**src/rtl/wdc_pkg.sv**
```systemverilog
package wdc_pkg;

    // Timing
    localparam int WDC_CLK_MHZ = 100;
    localparam int WDC_WDT_PERIOD_MS = 12;
    localparam int WDC_WDT_BASE_CYCLES = WDC_WDT_PERIOD_MS * 1000 * WDC_CLK_MHZ;
    localparam int WDC_TMR_OVF_COUNT = 65536;
    localparam int WDC_CNT_W = 21;
    localparam int WDC_PS_W = 8;

    // APB register offsets (byte addresses)
    localparam logic [7:0] WDC_OFF_CFG_WORD = 8'h00;
    localparam logic [7:0] WDC_OFF_STATUS = 8'h04;
    localparam logic [7:0] WDC_OFF_COMMAND = 8'h08;
    localparam logic [7:0] WDC_OFF_TBL_ADDR = 8'h0C;
    localparam logic [7:0] WDC_OFF_TBL_CMD = 8'h10;
    localparam logic [7:0] WDC_OFF_TBL_LATCH = 8'h14;

    // Command register bits
    localparam int WDC_CMD_CLEAR_WATCHDOG_INSTR_BIT = 0;
    localparam int WDC_CMD_SLEEP_BIT = 1;
    localparam int WDC_CMD_WAKE_BIT = 2;
    localparam int WDC_TCMD_RD_BIT = 0;
    localparam int WDC_TCMD_WR_BIT = 1;

    // Status register bits
    localparam int WDC_ST_TO_N_BIT = 0;
    localparam int WDC_ST_SLEEP_BIT = 1;
    localparam int WDC_ST_OSC_LSB = 2;
    localparam int WDC_ST_MODE_LSB = 4;
    localparam int WDC_ST_PWRT_BIT = 6;

    // Configuration word layout: bit index equals location address low nibble
    localparam logic [15:0] WDC_CFG_BASE_ADDR = 16'hFE00;
    localparam logic [15:0] WDC_CFG_HIGH_ADDR = 16'hFE08;
    localparam logic [15:0] WDC_CFG_LAST_ADDR = 16'hFE0F;
    localparam logic [15:0] WDC_CFG_RESET = 16'hFFFF;
    localparam logic [15:0] WDC_CFG_EXIST_MASK = 16'h805F;
    localparam int WDC_CFG_OSC_LSB = 0;
    localparam int WDC_CFG_WDPS_LSB = 2;
    localparam logic [7:0] WDC_TBL_HIGH_FILL = 8'hFF;

    // Postscale code: 0..8 is log2 of the ratio, anything else means plain timer
    localparam logic [3:0] WDC_PS_TIMER = 4'hF;

    typedef enum logic [1:0] {
        WDC_OSC_LF = 2'b00,
        WDC_OSC_XT = 2'b01,
        WDC_OSC_EC = 2'b10,
        WDC_OSC_RC = 2'b11
    } wdc_osc_mode_t;

    typedef enum logic [1:0] {
        WDC_MODE_OFF = 2'b00,
        WDC_MODE_WDOG = 2'b01,
        WDC_MODE_TIMER = 2'b10
    } wdc_mode_t;

    typedef struct packed {
        logic [7:0] high;
        logic [7:0] low;
    } wdc_tbl_latch_t;

endpackage

```
**src/rtl/wdc_watchdog.sv**
```systemverilog
// Summary of operation
// [RQ1] Watchdog counts from its own free-running clock, not the device oscillator.
// [RQ2] Watchdog keeps counting while the device clock is stopped in sleep.
// [RQ3] Watchdog time-out requests a full device reset, awake or asleep.
// [RQ4] Watchdog configuration code 00 disables the watchdog permanently.
// [RQ5] Base period 12 ms; postscaler extends it by ratios up to 1:256.
// [RQ6] Counter and postscaler clear on reset, sleep, clear-watchdog and interrupt wake.
// [RQ7] Watchdog time-out clears the active-low time-out flag.
// [RQ8] Counting starts on the first clock edge after reset release.
// [RQ9] Counter alone serves as power-up delay timer during power-on, one base period; postscaler is bypassed.
// [RQ10] Plain timer runs on the device clock, overflowing after 65536 periods.
// [RQ11] Plain timer overflow only clears the flag; clear-watchdog sets it again.
// [RQ12] Plain timer holds its count while the device sleeps.
// [RQ13] Software cannot read or write the counter or postscaler.
// [RQ14] Configuration bits read 1 unprogrammed; any table write programs to 0.
// [RQ15] Reads of FE00h-FE07h give the config low byte, high latch FFh.
// [RQ16] Reads of FE08h-FE0Fh give the config high byte, high latch FFh.
// [RQ17] Config space mapped only in microcontroller modes; programmer reads always.
// [RQ18] Programmer writes configuration locations in ascending order from FE00h.
// [RQ19] Two oscillator bits select low-power crystal, crystal, external or RC.
// [RQ20] Mapping of non-zero watchdog codes to ratio or timer is a parameter.
//
// Implementation choices: register access over APB and the register addresses.
`timescale 1ns/1ns
`default_nettype none

module wdc_watchdog
    import wdc_pkg::*;
#(
    parameter int BASE_CYCLES = WDC_WDT_BASE_CYCLES,
    parameter logic [3:0] PS_CODE_01 = WDC_PS_TIMER,
    parameter logic [3:0] PS_CODE_10 = 4'h8,
    parameter logic [3:0] PS_CODE_11 = 4'h0
) (
    input wire logic pclk,
    input wire logic presetn,
    input wire logic psel,
    input wire logic penable,
    input wire logic pwrite,
    input wire logic [7:0] paddr,
    input wire logic [31:0] pwdata,
    output logic [31:0] prdata,
    output logic pready,
    output logic pslverr,
    input wire logic dev_clk_tick,
    input wire logic por_seq,
    input wire logic mc_mode,
    input wire logic programmer_active,
    output logic wdog_reset_req,
    output logic pwrt_expired,
    output logic timeout_flag_n,
    output logic sleep_mode,
    output wdc_osc_mode_t osc_select_cfg,
    output wdc_tbl_latch_t table_latch
);

    localparam logic [WDC_CNT_W-1:0] BASE_LAST = WDC_CNT_W'(BASE_CYCLES - 1);
    localparam logic [WDC_CNT_W-1:0] TMR_LAST = WDC_CNT_W'(WDC_TMR_OVF_COUNT - 1);

    logic [15:0] cfg_q;
    logic [15:0] cfg_d;
    logic [15:0] tbl_addr_q;
    wdc_tbl_latch_t tbl_latch_q;
    wdc_tbl_latch_t tbl_latch_d;
    logic [WDC_CNT_W-1:0] watchdog_counter_q;
    logic [WDC_CNT_W-1:0] watchdog_counter_d;
    logic [WDC_PS_W-1:0] postscale_q;
    logic [WDC_PS_W-1:0] postscale_d;
    logic to_n_q;
    logic sleep_q;
    logic pwrt_q;
    logic rst_req_q;
    logic pready_q;
    logic [31:0] rdata_q;

    // APB decode
    wire logic apb_acc = psel & penable;
    // Writes and commands act only at the edge that completes the transfer
    wire logic apb_done = apb_acc & pready_q;
    wire logic apb_wr = apb_done & pwrite;
    wire logic apb_rd_cap = apb_acc & ~pwrite & ~pready_q;
    wire logic hit_cfg = (paddr == WDC_OFF_CFG_WORD);
    wire logic hit_status = (paddr == WDC_OFF_STATUS);
    wire logic hit_cmd = (paddr == WDC_OFF_COMMAND);
    wire logic hit_taddr = (paddr == WDC_OFF_TBL_ADDR);
    wire logic hit_tcmd = (paddr == WDC_OFF_TBL_CMD);
    wire logic hit_tlatch = (paddr == WDC_OFF_TBL_LATCH);
    wire logic hit_any = hit_cfg | hit_status | hit_cmd | hit_taddr | hit_tcmd | hit_tlatch;

    wire logic cmd_clear_watchdog_instr = apb_wr & hit_cmd & pwdata[WDC_CMD_CLEAR_WATCHDOG_INSTR_BIT];
    wire logic cmd_sleep = apb_wr & hit_cmd & pwdata[WDC_CMD_SLEEP_BIT];
    wire logic cmd_wake = apb_wr & hit_cmd & pwdata[WDC_CMD_WAKE_BIT] & sleep_q;
    wire logic table_read_instr = apb_wr & hit_tcmd & pwdata[WDC_TCMD_RD_BIT];
    wire logic table_write_instr = apb_wr & hit_tcmd & pwdata[WDC_TCMD_WR_BIT];

    // Configuration space access
    wire logic tbl_in_cfg = (tbl_addr_q >= WDC_CFG_BASE_ADDR) && (tbl_addr_q <= WDC_CFG_LAST_ADDR);
    wire logic tbl_cfg_high = (tbl_addr_q >= WDC_CFG_HIGH_ADDR);
    wire logic cfg_mapped = mc_mode | programmer_active; // RQ17
    wire logic cfg_rd = table_read_instr & tbl_in_cfg & cfg_mapped;
    wire logic cfg_wr = table_write_instr & tbl_in_cfg & cfg_mapped;
    wire logic [3:0] cfg_bit_idx = tbl_addr_q[3:0];

    // Watchdog mode selection
    wire logic [1:0] wdog_period_cfg = cfg_q[WDC_CFG_WDPS_LSB +: 2];
    wire logic [3:0] ps_code = (wdog_period_cfg == 2'b01) ? PS_CODE_01 :
                               (wdog_period_cfg == 2'b10) ? PS_CODE_10 : PS_CODE_11; // RQ20
    wire wdc_mode_t mode = (wdog_period_cfg == 2'b00) ? WDC_MODE_OFF : // RQ4
                           (ps_code > 4'h8) ? WDC_MODE_TIMER : WDC_MODE_WDOG;
    wire logic [WDC_PS_W:0] ps_ratio = (WDC_PS_W + 1)'(1) << ps_code[3:0];
    wire logic [WDC_PS_W-1:0] ps_last = WDC_PS_W'(ps_ratio - (WDC_PS_W + 1)'(1)); // RQ5

    // Counting conditions
    wire logic as_pwrt = por_seq & ~pwrt_q; // RQ9
    wire logic wdog_run = as_pwrt | (mode == WDC_MODE_WDOG); // RQ1 RQ2
    wire logic tmr_run = ~por_seq & (mode == WDC_MODE_TIMER) & dev_clk_tick & ~sleep_q; // RQ10 RQ12
    wire logic base_wrap = wdog_run & (watchdog_counter_q == BASE_LAST);
    wire logic ps_done = as_pwrt ? 1'b1 : (postscale_q == ps_last);
    wire logic wdog_expire = base_wrap & ps_done;
    wire logic wdog_timeout = wdog_expire & ~por_seq; // RQ3
    wire logic pwrt_fire = wdog_expire & as_pwrt;
    wire logic tmr_ovf = tmr_run & (watchdog_counter_q == TMR_LAST); // RQ10
    wire logic clr_cnt = cmd_clear_watchdog_instr | cmd_sleep | cmd_wake | wdog_timeout; // RQ6

    always_comb begin
        watchdog_counter_d = watchdog_counter_q;
        postscale_d = postscale_q;
        if (clr_cnt) begin
            watchdog_counter_d = '0; // RQ6
            postscale_d = '0; // RQ6
        end else if (wdog_run) begin
            if (base_wrap) begin
                watchdog_counter_d = '0;
                postscale_d = ps_done ? '0 : postscale_q + WDC_PS_W'(1); // RQ5
            end else begin
                watchdog_counter_d = watchdog_counter_q + WDC_CNT_W'(1); // RQ2
            end
        end else if (tmr_run) begin
            watchdog_counter_d = tmr_ovf ? '0 : watchdog_counter_q + WDC_CNT_W'(1); // RQ10
        end else if (mode == WDC_MODE_OFF) begin
            watchdog_counter_d = '0; // RQ4
            postscale_d = '0;
        end
    end

    // Counter starts from zero on the first edge after reset release
    always_ff @(posedge pclk or negedge presetn) begin
        if (!presetn) begin
            watchdog_counter_q <= '0; // RQ6 RQ8
            postscale_q <= '0;
        end else begin
            watchdog_counter_q <= watchdog_counter_d; // RQ8
            postscale_q <= postscale_d;
        end
    end

    // Time-out flag: hardware clear wins over the clear-watchdog set
    always_ff @(posedge pclk or negedge presetn) begin
        if (!presetn) begin
            to_n_q <= 1'b1;
        end else if (wdog_timeout || tmr_ovf) begin
            to_n_q <= 1'b0; // RQ7 RQ11
        end else if (cmd_clear_watchdog_instr) begin
            to_n_q <= 1'b1; // RQ11
        end
    end

    always_ff @(posedge pclk or negedge presetn) begin
        if (!presetn) begin
            sleep_q <= 1'b0;
            rst_req_q <= 1'b0;
            pwrt_q <= 1'b0;
        end else begin
            sleep_q <= (sleep_q | cmd_sleep) & ~cmd_wake & ~wdog_timeout;
            rst_req_q <= wdog_timeout; // RQ3
            pwrt_q <= por_seq & (pwrt_q | pwrt_fire); // RQ9
        end
    end

    // Configuration fuses: a write programs the addressed bit whatever the data
    always_comb begin
        cfg_d = cfg_q;
        if (cfg_wr && WDC_CFG_EXIST_MASK[cfg_bit_idx]) begin
            cfg_d[cfg_bit_idx] = 1'b0; // RQ14
        end
    end

    always_comb begin
        tbl_latch_d = tbl_latch_q;
        if (cfg_rd) begin
            tbl_latch_d.high = WDC_TBL_HIGH_FILL; // RQ15 RQ16
            tbl_latch_d.low = tbl_cfg_high ? cfg_q[15:8] : cfg_q[7:0]; // RQ15 RQ16
        end
    end

    always_ff @(posedge pclk or negedge presetn) begin
        if (!presetn) begin
            cfg_q <= WDC_CFG_RESET; // RQ14
            tbl_addr_q <= '0;
            tbl_latch_q <= '0;
        end else begin
            cfg_q <= cfg_d;
            tbl_latch_q <= tbl_latch_d;
            if (apb_wr && hit_taddr) begin
                tbl_addr_q <= pwdata[15:0];
            end
        end
    end

    // Read data; counter and postscaler have no software path
    wire logic [31:0] status_word = {25'h0000000, pwrt_q, 2'(mode), 2'(osc_select_cfg), sleep_q, to_n_q};
    wire logic [31:0] rd_mux = hit_cfg ? {16'h0000, cfg_q} : // RQ13
                               hit_status ? status_word :
                               hit_taddr ? {16'h0000, tbl_addr_q} :
                               hit_tlatch ? {16'h0000, tbl_latch_q} : 32'h00000000;

    // One wait state so that read data leaves a flip-flop
    always_ff @(posedge pclk or negedge presetn) begin
        if (!presetn) begin
            pready_q <= 1'b0;
            rdata_q <= 32'h00000000;
        end else begin
            pready_q <= apb_acc & ~pready_q;
            rdata_q <= apb_rd_cap ? rd_mux : 32'h00000000; // RQ13
        end
    end

    assign prdata = rdata_q;
    assign pready = pready_q;
    assign pslverr = apb_done & ~hit_any;
    assign osc_select_cfg = wdc_osc_mode_t'(cfg_q[WDC_CFG_OSC_LSB +: 2]); // RQ19
    assign wdog_reset_req = rst_req_q;
    assign pwrt_expired = pwrt_q;
    assign timeout_flag_n = to_n_q;
    assign sleep_mode = sleep_q;
    assign table_latch = tbl_latch_q;
endmodule // wdc_watchdog

`default_nettype wire

```
**config.mk**
```make
export PLATFORM = sky130hd
export DESIGN_NAME = wdc_watchdog
export DESIGN_NICKNAME = d
export VERILOG_FILES = /design/src/rtl/wdc_pkg.sv /design/src/rtl/wdc_watchdog.sv
export SDC_FILE = /design/constraint.sdc
export NUM_CORES = 1
export LEC_CHECK = 0
export ABC_AREA = 1
export ABC_CLOCK_PERIOD_IN_PS = 5400
export BUFFER_PORTS_ARGS = -buffer_cell sky130_fd_sc_hd__buf_2
export CORE_MARGIN = 4
export CORE_UTILIZATION = 54
export DETAILED_ROUTE_END_ITERATION = 10
export GPL_TIMING_DRIVEN = 0
export PLACE_DENSITY = 0.77
export SYNTH_ARGS = -nofsm -noshare
export SYNTH_HDL_FRONTEND = slang
export SYNTH_SLANG_ARGS = --single-unit
```
**constraint.sdc**
```tcl
create_clock -name pclk -period 5.4 [get_ports pclk]
set_input_delay 1.08 -clock pclk [delete_from_list [all_inputs] [get_ports pclk]]
set_output_delay 1.08 -clock pclk [all_outputs]
set_load 0.01 [all_outputs]
```
==> results of run 1 <==
[state kept, by name, summed over array words and instances, names as in the netlist]
register,flops
watchdog_counter_q,21
cfg_q,16
prdata,16
tbl_addr_q,16
table_latch,9
postscale_q,8
pready,1
pwrt_expired,1
sleep_mode,1
timeout_flag_n,1
wdog_reset_req,1
[worst max-delay path, delay by kind of cell]
| family | cells | cell delay, ns |
|---|---|---|
| buffers and inverters | 3 | 0.35 |
| and+or+nand+nor | 2 | 0.33 |
| AOI/OAI and AO/OA | 1 | 0.07 |
[per-stage QoR]
step	utilization [%]	worst slack, ns	hold slack [ns]	area, um2
final	64.0	2.48	0.456	6280
after floorplan	-	2.68	0.434	5510
after global routing	64.0	2.39	0.466	6280
after global placement	61.4	2.40	0.441	6030
after detailed placement	61.7	2.49	0.447	6060
after CTS	64.0	2.49	0.460	6280
[routing by layer]
| metal | GRT usage, % | share of wire [%] | vias up |
|---|---|---|---|
| li1 | - | - | 2459 |
| met1 | 33.9 | 43 | 2404 |
| met2 | 43.6 | 48 | 172 |
| met3 | 5.31 | 6.4 | 29 |
| met4 | 9.20 | 2.3 | 0 |
| met5 | 0 | 0 | - |
[cell families after synthesis]
logic type | count (synthesis) | synth area share (%)
XOR/XNOR | 13 | 2.09
AO/OA/AOI/OAI | 89 | 9.02
buffers and inverters | 137 | 12.4
flip-flops | 91 | 42.2
AND/OR/NAND/NOR | 358 | 29.7
multiplexers | 15 | 3.37
other | 1 | 0.0688
adder cells (fa/ha/maj) | 5 | 1.15
[how the worst max path moves through the flow]
stage,cells after the start,from,slack (ns),endpoint
final,6,paddr[7],2.48,pslverr
after global routing,6,paddr[7],2.39,pslverr
after CTS,6,paddr[7],2.49,pslverr
after detailed placement,6,paddr[7],2.49,pslverr
after global placement,1,presetn,2.40,prdata[9]
after floorplan,4,paddr[5],2.68,pslverr
[Yosys cell counts]
cell / instances
sky130_fd_sc_hd__nand2_1: 151
sky130_fd_sc_hd__inv_1: 81
sky130_fd_sc_hd__nor2_1: 76
sky130_fd_sc_hd__dfrtp_1: 74
sky130_fd_sc_hd__nand3_1: 73
sky130_fd_sc_hd__o21ai_0: 44
sky130_fd_sc_hd__buf_4: 27
sky130_fd_sc_hd__nand4_1: 25
sky130_fd_sc_hd__a21oi_1: 24
sky130_fd_sc_hd__dfstp_2: 17
sky130_fd_sc_hd__nor3_1: 12
sky130_fd_sc_hd__clkbuf_1: 11
sky130_fd_sc_hd__xor2_1: 9
sky130_fd_sc_hd__buf_6: 7
sky130_fd_sc_hd__o221ai_1: 7
sky130_fd_sc_hd__buf_2: 6
sky130_fd_sc_hd__mux2_4: 6
sky130_fd_sc_hd__mux2i_1: 6
sky130_fd_sc_hd__nor2_2: 6
sky130_fd_sc_hd__o21ai_1: 6
sky130_fd_sc_hd__ha_1: 5
sky130_fd_sc_hd__nand2_2: 4
sky130_fd_sc_hd__o211ai_1: 4
sky130_fd_sc_hd__xnor2_1: 4
sky130_fd_sc_hd__mux2_2: 3
sky130_fd_sc_hd__nand3_2: 3
sky130_fd_sc_hd__nor2_4: 3
sky130_fd_sc_hd__a211oi_1: 2
sky130_fd_sc_hd__clkbuf_2: 2
sky130_fd_sc_hd__inv_2: 2
sky130_fd_sc_hd__or2_2: 2
sky130_fd_sc_hd__a21boi_0: 1
sky130_fd_sc_hd__clkinv_1: 1
sky130_fd_sc_hd__conb_1: 1
sky130_fd_sc_hd__nand3_4: 1
sky130_fd_sc_hd__nand3b_1: 1
sky130_fd_sc_hd__nor2_8: 1
sky130_fd_sc_hd__o21bai_1: 1
[layout make-up]
cell class	instances	area, um2	area share (%)
Clock inverter	5	85.1	1.35
Sequential cell	91	2300	36.6
Clock buffer	11	131	2.09
Inverter	84	315	5.02
Tap cell	133	166	2.65
Timing Repair Buffer	73	390	6.22
Multi-Input combinational cell	496	2530	40.3
Buffer	53	363	5.78
[where the power goes]
part	internal (mW)	switching, mW	leakage [nW]	total, mW
Combinational	0.0331	0.0587	1.98	0.0918
Sequential	0.689	0.00949	1.16	0.698
Clock	0.264	0.250	0.104	0.514
Total	0.986	0.318	3.24	1.30
==> results.md, run 1 <==
- The worst hold path terminates at cfg_q[10].
- Sorting the synthesized cells by area gives the leading types as sky130_fd_sc_hd__dfrtp_1 34%, sky130_fd_sc_hd__nand2_1 10%, sky130_fd_sc_hd__dfstp_2 8.2%.
- The launching point of the worst reg2reg path is cfg_q[2].
- The clock tree root driver cell is sky130_fd_sc_hd__clkbuf_8.
- After floorplanning, the core was sized to cover 9820 um2.
- The TritonCTS sink count is ~90.
- The die span in y is 108 um.
- Headroom to the max-slew limit came out at between 60% and 70%.
- The top cell type by area accounts for between 30% and 40% of the synthesized area.
- The tool flagged a number of max-cap violations equal to 0.
- The critical path start-end classification is input pin to output port.
- The number of clock buffers added by TritonCTS is 9.
- In the finished design, the share of the clock period the worst path needs comes to 54.1%.
- The most common cell after layout, fill and taps aside is sky130_fd_sc_hd__nand2_1.
- Clock skew on the completed layout was measured at 0.0134 ns.
- The largest net degree at the start of global routing is just under 70.
- The number of global-route vias before repair is around 5000.
- The post-cts hold buffer count is 0.
- The layout has slightly below 900 filler cells.
- No sink is reached through more buffers than the 2 on the longest clock path.
- The routed layout has between 5000 and 6000 vias.
- The startpoint identified for the worst hold timing path is cfg_q[10].
- The count of buffers added by post-CTS timing repair for setup is 0.
- The transition time at the pin with the least slew margin is approximately 0.53 ns.
- The total setup violations reported at the end of the flow is 0.
- The synthesized design contains around 90 register bits.
- Setup repair after global routing left no endpoint under its margin.
- Global routing finished with a remaining overflow of 0.
- sky130_fd_sc_hd__dfrtp_1 takes more of the synthesized area than any other cell.
- The later pin in the worst-skew pair is clocked with a latency of between 0.3 and 0.4 ns.
- The worst setup path is captured at an output port.
- The filler-free cell count of the finished design is roughly 950.
- In this run the remaining antenna-violating nets after routing total 0.
- Power spread over the standard cell area amounts to just over 200 nW/um2.
- Before antenna repair, the detailed router went through 5 iterations.
- Clock-pin slew was measured on the worst setup and hold paths at 0.09 ns.
- The mapped netlist covers roughly 5500 um2.
- After floorplanning, the core was divided into 36 placement rows.
- The top fanout value on the critical path is 5.
- The H-tree was split into 3 levels.
- The flow ran to the end, and the final reports show no timing, DRC or antenna violations.
- Measured in cells, the most critical reg-to-reg path has a length of 11.
- VDD sags by at most about 210 uV.
- Input and output buffers added on the ports amount to between 70 and 80.
- The endpoint identified for the worst register-to-register timing path is watchdog_counter_q[9].
- The final number of hold-violating endpoints is 0.
- Once the floorplan was initialized, standard cells occupied a little under three fifths of the core.
- The clock tree from TritonCTS is done.
- The startpoint kind of the worst setup timing path is an input pin.
- The final critical path time including I/O delays and setup is about 3 ns.
- The final-report max-slew violation count is 0.
- In this run the mean area of a mapped cell was slightly below 8 um2.
- The slack of the worst reg-to-reg path is around 3.2 ns.
- The number of antenna diodes in the final layout is 0.
- The biggest cell delay along the critical path is ~0.17 ns.
- The overall power is around 1.3 mW.
- Along the worst hold path, the cell count comes to 1.
- Including well taps, the total number of placed cells is 930.
- In this design, the critical path's most frequently occurring cell is sky130_fd_sc_hd__buf_2.
- The detailed placement HPWL is around 11000 um.
- The leakage power is ~3.2 nW.
- Summing the sequential cell areas from Yosys gives a little over two fifths of the chip area.
- The count of instances resized after the clock tree is built is 0.
- STA puts the critical path data required time at 4.32 ns.
- The horizontal extent of the die is between 100 and 150 um.
- The type of the most critical hold path is flop to flop.
- The initial antenna violation count is 0.
- In the final routed layout, each cell accounts on average for around 15 um.
- The detailed router's first-iteration violation count is 340.
- The cell with the largest stage delay on the worst path is sky130_fd_sc_hd__nand3_2.
- For the final routed database, the setup TNS stands at 0 ns.
- The area added between synthesis and finish is 15.2%.
- Walking the worst path, the cells encountered are buf_2 -> nor2_1 -> nand3_2 -> inv_1 -> a211oi_1 -> buf_2.
- The routed design has approximately 15000 um of wire.
- For this design the top-level I/O count stands at between 100 and 150.
- The congestion estimate from routability-driven global placement came to around 0.97.
- Synthesis produced roughly 700 cells.
- The fraction of layout cells with a size suffix above 1 is a little over a fifth.
- The die covers approximately 12000 um2.
- The all-layer global routing usage is a little over a quarter.
- Data arrives at the worst endpoint at around 1.8 ns.
- The post-layout net count is around 860.
- The number of distinct library cells after synthesis is 38.
- The vias per cell is 5.35.
- The global-route wire length before repair is 24100 um.
- After detailed routing, the number of remaining DRC violations is 0.
- The top cell types in the final layout, fill and taps aside, are 151 x sky130_fd_sc_hd__nand2_1, 81 x sky130_fd_sc_hd__inv_1, 77 x sky130_fd_sc_hd__buf_2.
- Yosys printed 0 warnings.
- Derived from the worst setup path, the maximum achievable clock frequency is ~0.34 GHz.
No activity file was read; power rests on OpenSTA's default activity.
==> run 2, diff against run 1 <==
Settings changed: ABC_CLOCK_PERIOD_IN_PS 5400 to 2500, CORE_UTILIZATION 54 to 51, PLACE_DENSITY 0.77 to 0.76.
Clock period 5.4 ns to 2.5 ns, I/O delays scaled along.
==> results.md, run 2 (same netlist as run 1, synthesis figures left out) <==
- The post-cts hold buffer count is 0 (unchanged).
- The worst register-to-register path ends at watchdog_counter_q[17].
- The TritonCTS sink count is 91 (unchanged).
- The total setup violations reported at the end of the flow is 0 (unchanged).
- The deepest level of the CTS H-tree is 3 (unchanged).
- The number of buffers added on ports is 72 (unchanged).
- The all-layer global routing usage is 23.6% (-2.5 points).
- In this run the critical register-to-register path is launched from cfg_q[3].
- The detailed-route via count came to 5028 (-0.71%).
- The mean routed wirelength per cell is 15.0 um (-2.6%).
- The worst clock skew on the final layout is 0.0170 ns (+0.00362 ns).
- The largest net degree at the start of global routing is 75 (+10%).
- The register with the most flip-flops in the final layout is watchdog_counter_q.
- The flip-flop count of the largest register after layout is 21 (unchanged).
- The die span in y is 111 um (+2.7%).
- The DRC violation count after routing is 0 (unchanged).
- In the layout the commonest cells are 151 x sky130_fd_sc_hd__nand2_1, 81 x sky130_fd_sc_hd__inv_1, 77 x sky130_fd_sc_hd__buf_2.
- The number of antenna repair diodes is 0 (unchanged).
- The kind of capture point of the worst setup path is a flop.
- The slack of the worst reg-to-reg path is 0.20 ns (-2.97 ns).
- The vias per cell came to 5.30 (-1.0%).
- The largest vdd supply drop is 287 uV (+35%).
- The core utilization of the finished layout was 60.5% (-3.4 points).
- Static timing analysis puts the maximum clock frequency at ~0.43 GHz.
- The number of CTS-inserted buffers is 9 (unchanged).
- The transition time at the pin with the least slew margin is 0.549 ns (+0.0218 ns).
- The type of the most critical hold path is input pin to async pin.
- The most common cell after layout, fill and taps aside is sky130_fd_sc_hd__nand2_1.
- The clock tree from TritonCTS is done.
- The final critical path time including I/O delays and setup is roughly 2.3 ns.
- The final number of hold-violating endpoints is 0 (unchanged).
- The site row count is 37 (+2.8%).
- The clock tree root driver cell is sky130_fd_sc_hd__clkbuf_8.
- The overall power came to 2.76 mW (+110%).
- The flow ran to the end, and the final reports show no timing, DRC or antenna violations.
- The count of instances resized after the clock tree is built is 0 (unchanged).
- The least setup slack across all paths after layout was 0.197 ns (-2.28 ns).
- The number of global-route vias before repair is 5018 (+2.3%).
- The die area came to 12400 um2 (+5.4%).
- The number of routed nets with antenna violations is 0 (unchanged).
- The worst max-slew margin expressed relative to the limit was 63.2% (-1.5 points).
- The leakage power is 3.24 nW (about the same).
- The horizontal extent of the die is 111 um (+2.7%).
- The final-report max-slew violation count was 0 (unchanged).
- The global placement routability congestion was 0.940 (-2.8%).
- The top fanout value on the critical path came to 10 (+5).
- The number of maximum-capacitance constraint violations came to 0 (unchanged).
- The post-layout net count was 862 (unchanged).
- The core area is 10400 um2 (+5.6%).
- The final sum of negative setup slack is 0 ns (unchanged).
- The critical path is of the flop to flop type.
- The detailed placement HPWL was 11200 um (-1.1%).
- The detailed router's first-iteration violation count is 255 (-25%).
- The pre-CTS setup slack is 0.184 ns (-2.30 ns).
- The area added between synthesis and finish came to 15.1% (about the same).
- The source-to-sink clock delay at the later pin of the worst-skew pair is 0.37 ns (about the same).
- Setup repair after global routing left no endpoint under its margin.
- The initial antenna violation count was 0 (unchanged).
- The fraction of the cycle the final worst path needs is approximately 92%.
- The number of optimization iterations in the first detailed-route pass is 5 (unchanged).
- The number of cells on the worst reg-to-reg path came to 11 (unchanged).
- The total power density per cell area is 440 nW/um2 (+110%).
- The worst setup path is launched from a flop.
- The total length of routed wires is 14200 um (-2.3%).
- The clock transition at the register clock pins on the worst setup and hold paths after CTS is 0.10 ns (about the same).
- The global-route wire length before repair is 24000 um (-0.23%).
- The total global routing overflow is 0 (unchanged).
- The count of buffers added by post-CTS timing repair for setup is 0 (unchanged).
- The worst endpoint data arrival time is 2.56 ns (+0.72 ns).
- The fraction of layout cells with a size suffix above 1 was 22.0% (+0.25 points).
- The data required time of the worst path came to 2.76 ns (-1.56 ns).
- The top-level I/O count is 105 (unchanged).
- The effective utilization at floorplan came to 52.6% (-2.9 points).
- The number of buffers on the longest clock path is 2 (unchanged).
-- run 2: routing by layer --
layer / up-vias / global-route usage (%) / wire length (um)
li1: 2467 / - / -
met1: 2362 / 29.0 / 5870
met2: 156 / 41.5 / 7140
met3: 43 / 3.48 / 722
met4: 0 / 10.2 / 505
met5: - / 0 / 0
-- run 2: how the worst max path moves through the flow --
stage	startpoint	endpoint	slack [ns]
floorplan	cfg_q[2]	watchdog_counter_q[0]	0.62
global placement	presetn	tbl_addr_q[14]	0.07
detailed placement	cfg_q[2]	watchdog_counter_q[17]	0.18
CTS	cfg_q[2]	watchdog_counter_q[17]	0.17
global route	cfg_q[2]	watchdog_counter_q[17]	0.06
finish	cfg_q[3]	watchdog_counter_q[17]	0.20
-- run 2: per-stage QoR --
stage	instances	cell area (um2)	hold WS, ns
after floorplan	724	5510	0.204
after global placement	932	6040	0.441
after detailed placement	933	6070	0.407
after CTS	949	6270	0.0114
after global routing	949	6270	0.0160
final	949	6270	0.00213
-- run 2: area by class of cell --
type	count	area (um2)
buffer	53	363
clock buffer	10	138
clock inverter	6	70.1
fill	978	4100
inverter	84	315
multi-input combinational	496	2530
sequential	91	2300
tap	136	170
timing repair buffer	73	390
-- run 2: critical path: stages (launching register included) --
cell,delay [ns]
sky130_fd_sc_hd__dfstp_2,0.56
sky130_fd_sc_hd__inv_1,0.09
sky130_fd_sc_hd__ha_1,0.20
sky130_fd_sc_hd__nor2_1,0.23
sky130_fd_sc_hd__inv_1,0.12
sky130_fd_sc_hd__nor2_1,0.16
sky130_fd_sc_hd__nand4_1,0.19
sky130_fd_sc_hd__nor2_4,0.21
sky130_fd_sc_hd__nor2_8,0.08
sky130_fd_sc_hd__buf_6,0.15
sky130_fd_sc_hd__nand3_1,0.12
sky130_fd_sc_hd__nand2_1,0.06
-- run 2: power by group --
part	internal [mW]	switching [mW]
registers	1.49	0.0202
clock network	0.499	0.558
logic	0.0717	0.126
total	2.06	0.704
==> run 3, diff against run 2 <==
Settings changed: CORE_ASPECT_RATIO from default to 1.4.
==> results.md, run 3 (same netlist as run 1, synthesis figures left out) <==
- The effective utilization at floorplan is 52.4% (-0.18 points).
- Traced cell by cell, the critical path runs through inv_1 -> ha_1 -> nor2_1 -> inv_1 -> nor2_1 -> nand4_1 -> nor2_4 -> nor2_8 -> buf_6 -> nand3_1 -> nand2_1.
- The number of global-route vias before repair is 4852 (-3.3%).
- The DRC violation count after routing is 0 (unchanged).
- The worst hold path belongs to the class input pin to async pin.
- The least setup slack across all paths after layout is 0.204 ns (+0.00667 ns).
- The count of instances resized after the clock tree is built is 0 (unchanged).
- The global placement routability congestion came to 0.949 (+0.93%).
- The mean routed wirelength per cell is 15.7 um (+4.9%).
- The number of maximum-capacitance constraint violations is 0 (unchanged).
- The leakage power is 3.28 nW (+1.3%).
- The final-report max-slew violation count is 0 (unchanged).
- The top-level I/O count is 105 (unchanged).
- The biggest cell delay along the critical path is 0.58 ns (+0.02 ns).
- Setup repair after global routing left no endpoint under its margin.
- The number of buffers on the longest clock path came to 2 (unchanged).
- The core area is 10400 um2 (+0.34%).
- The worst max-slew margin expressed relative to the limit came to 60.1% (-3.0 points).
- CTS placed an instance of sky130_fd_sc_hd__clkbuf_16 at the clock tree root.
- The fraction of the cycle the final worst path needs is 91.8% (-0.27 points).
- The final number of hold-violating endpoints was 0 (unchanged).
- The global-route wire length before repair is 23900 um (-0.46%).
- The die span in y is 130 um (+17%).
- The site row count is 44 (+19%).
- The run finished with clean final reports.
- The library cells used most frequently in the layout, excluding fill and tap cells, are 151 x sky130_fd_sc_hd__nand2_1, 81 x sky130_fd_sc_hd__inv_1, 77 x sky130_fd_sc_hd__buf_2.
- The total power density per cell area is 484 nW/um2 (+10%).
- The total global routing overflow was 0 (unchanged).
- The number of buffers added on ports is 72 (unchanged).
- The deepest level of the CTS H-tree is 3 (unchanged).
- The worst clock skew on the final layout was 0.0111 ns (-0.00587 ns).
- The count of buffers added by post-CTS timing repair for setup is 0 (unchanged).
- The total setup violations reported at the end of the flow was 0 (unchanged).
- The register containing the most flip-flops in the final layout is watchdog_counter_q.
- The critical path start-end classification is flop to flop.
- The flip-flop count of the largest register after layout was 21 (unchanged).
- The number of routed nets with antenna violations was 0 (unchanged).
- The overall power is 3.08 mW (+12%).
- The startpoint kind of the worst setup timing path is a flop.
- The data required time of the worst path is 2.74 ns (-0.02 ns).
- The top fanout value on the critical path is 10 (unchanged).
- The kind of capture point of the worst setup path is a flop.
- The total length of routed wires is 15000 um (+5.1%).
- The all-layer global routing usage is 25.0% (+1.3 points).
- The cell with the largest stage delay on the worst path is sky130_fd_sc_hd__dfstp_2.
- The largest net degree at the start of global routing is 61 (-19%).
- The horizontal extent of the die is 95.4 um (-14%).
- The post-layout net count is 862 (unchanged).
- The final sum of negative setup slack is 0 ns (unchanged).
- The number of antenna repair diodes is 0 (unchanged).
- The number of CTS-inserted buffers was 9 (unchanged).
- The achievable frequency is 0.436 GHz (+0.29%).
- The initial antenna violation count came to 0 (unchanged).
- The largest vdd supply drop came to 437 uV (+52%).
- The pre-CTS setup slack is 0.214 ns (+0.0299 ns).
- The clock transition at the register clock pins on the worst setup and hold paths after CTS was 0.08 ns (-0.02 ns).
- The vias per cell came to 5.32 (+0.44%).
- The TritonCTS sink count is 91 (unchanged).
- The fraction of layout cells with a size suffix above 1 is 22.0% (unchanged).
- The transition time at the pin with the least slew margin is 0.594 ns (+0.0451 ns).
- The detailed router's first-iteration violation count is 332 (+30%).
- The clock tree from TritonCTS is done.
- The most common cell after layout, fill and taps aside is sky130_fd_sc_hd__nand2_1.
- The source-to-sink clock delay at the later pin of the worst-skew pair came to 0.35 ns (-0.02 ns).
- The number of optimization iterations in the first detailed-route pass is 5 (unchanged).
- The post-cts hold buffer count is 0 (unchanged).
- The final critical path time including I/O delays and setup is 2.30 ns (-0.00667 ns).
- The detailed-route via count came to 5061 (+0.66%).
- From synthesis to final layout, the design area changed by 16.9%.
- The detailed placement HPWL is 11600 um (+3.7%).
- The die area is 12400 um2 (+0.19%).
- The worst endpoint data arrival time came to 2.54 ns (-0.02 ns).
-- run 3: stage by stage --
| step | util, % | hold slack (ns) | instances | area [um2] |
|---|---|---|---|---|
| 6_report | 61.2 | 0.0852 | 951 | 6370 |
| 3_5_place_dp | 58.3 | 0.451 | 935 | 6070 |
| 5_1_grt | 61.2 | 0.122 | 951 | 6370 |
| 3_3_place_gp | 58.0 | 0.442 | 934 | 6040 |
| 4_1_cts | 61.2 | 0.108 | 951 | 6370 |
| 2_1_floorplan | - | 0.204 | 724 | 5510 |
-- run 3: power by group --
part / internal, mW / switching (mW)
sequential: 1.49 / 0.0205
combinational: 0.0719 / 0.125
clock: 0.711 / 0.667
-- run 3: final cells by class --
type / instances / area [um2]
Clock inverter: 7 / 76.3
Timing Repair Buffer: 73 / 390
Clock buffer: 9 / 225
Inverter: 84 / 315
Buffer: 53 / 363
Multi-Input combinational cell: 496 / 2530
Fill cell: 916 / 4030
Sequential cell: 91 / 2300
Tap cell: 138 / 173
-- run 3: per-layer routing --
metal / vias up / track usage [%] / wire (um)
li1: 2466 / - / -
met1: 2412 / 28.7 / 5740
met2: 145 / 45.4 / 8210
met3: 38 / 3.46 / 579
met4: 0 / 11.3 / 439
met5: - / 0 / 0
-- run 3: path summary, 6_finish.rpt --
| kind | from | to | slack, ns | cells after the start |
|---|---|---|---|---|
| worst max register to register | cfg_q[2] | watchdog_counter_q[6] | 0.20 | 11 |
| worst min-delay path | presetn | watchdog_counter_q[4] | 0.09 | 1 |
| min in group pclk | pwdata[10] | tbl_addr_q[10] | 0.37 | 2 |
| worst max-delay path | cfg_q[2] | watchdog_counter_q[6] | 0.20 | 11 |
| max in group asynchronous | presetn | cfg_q[14] | 1.73 | 2 |
| worst min register to register | cfg_q[10] | cfg_q[10] | 0.46 | 1 |
-- run 3: worst max-delay path: cells and delay by family, from the launching register on --
family | cells | cell delay [ns]
buffers and inverters | 3 | 0.35
adder cells (fa/ha/maj) | 1 | 0.21
flip-flops | 1 | 0.58
AND/OR/NAND/NOR | 7 | 1.05
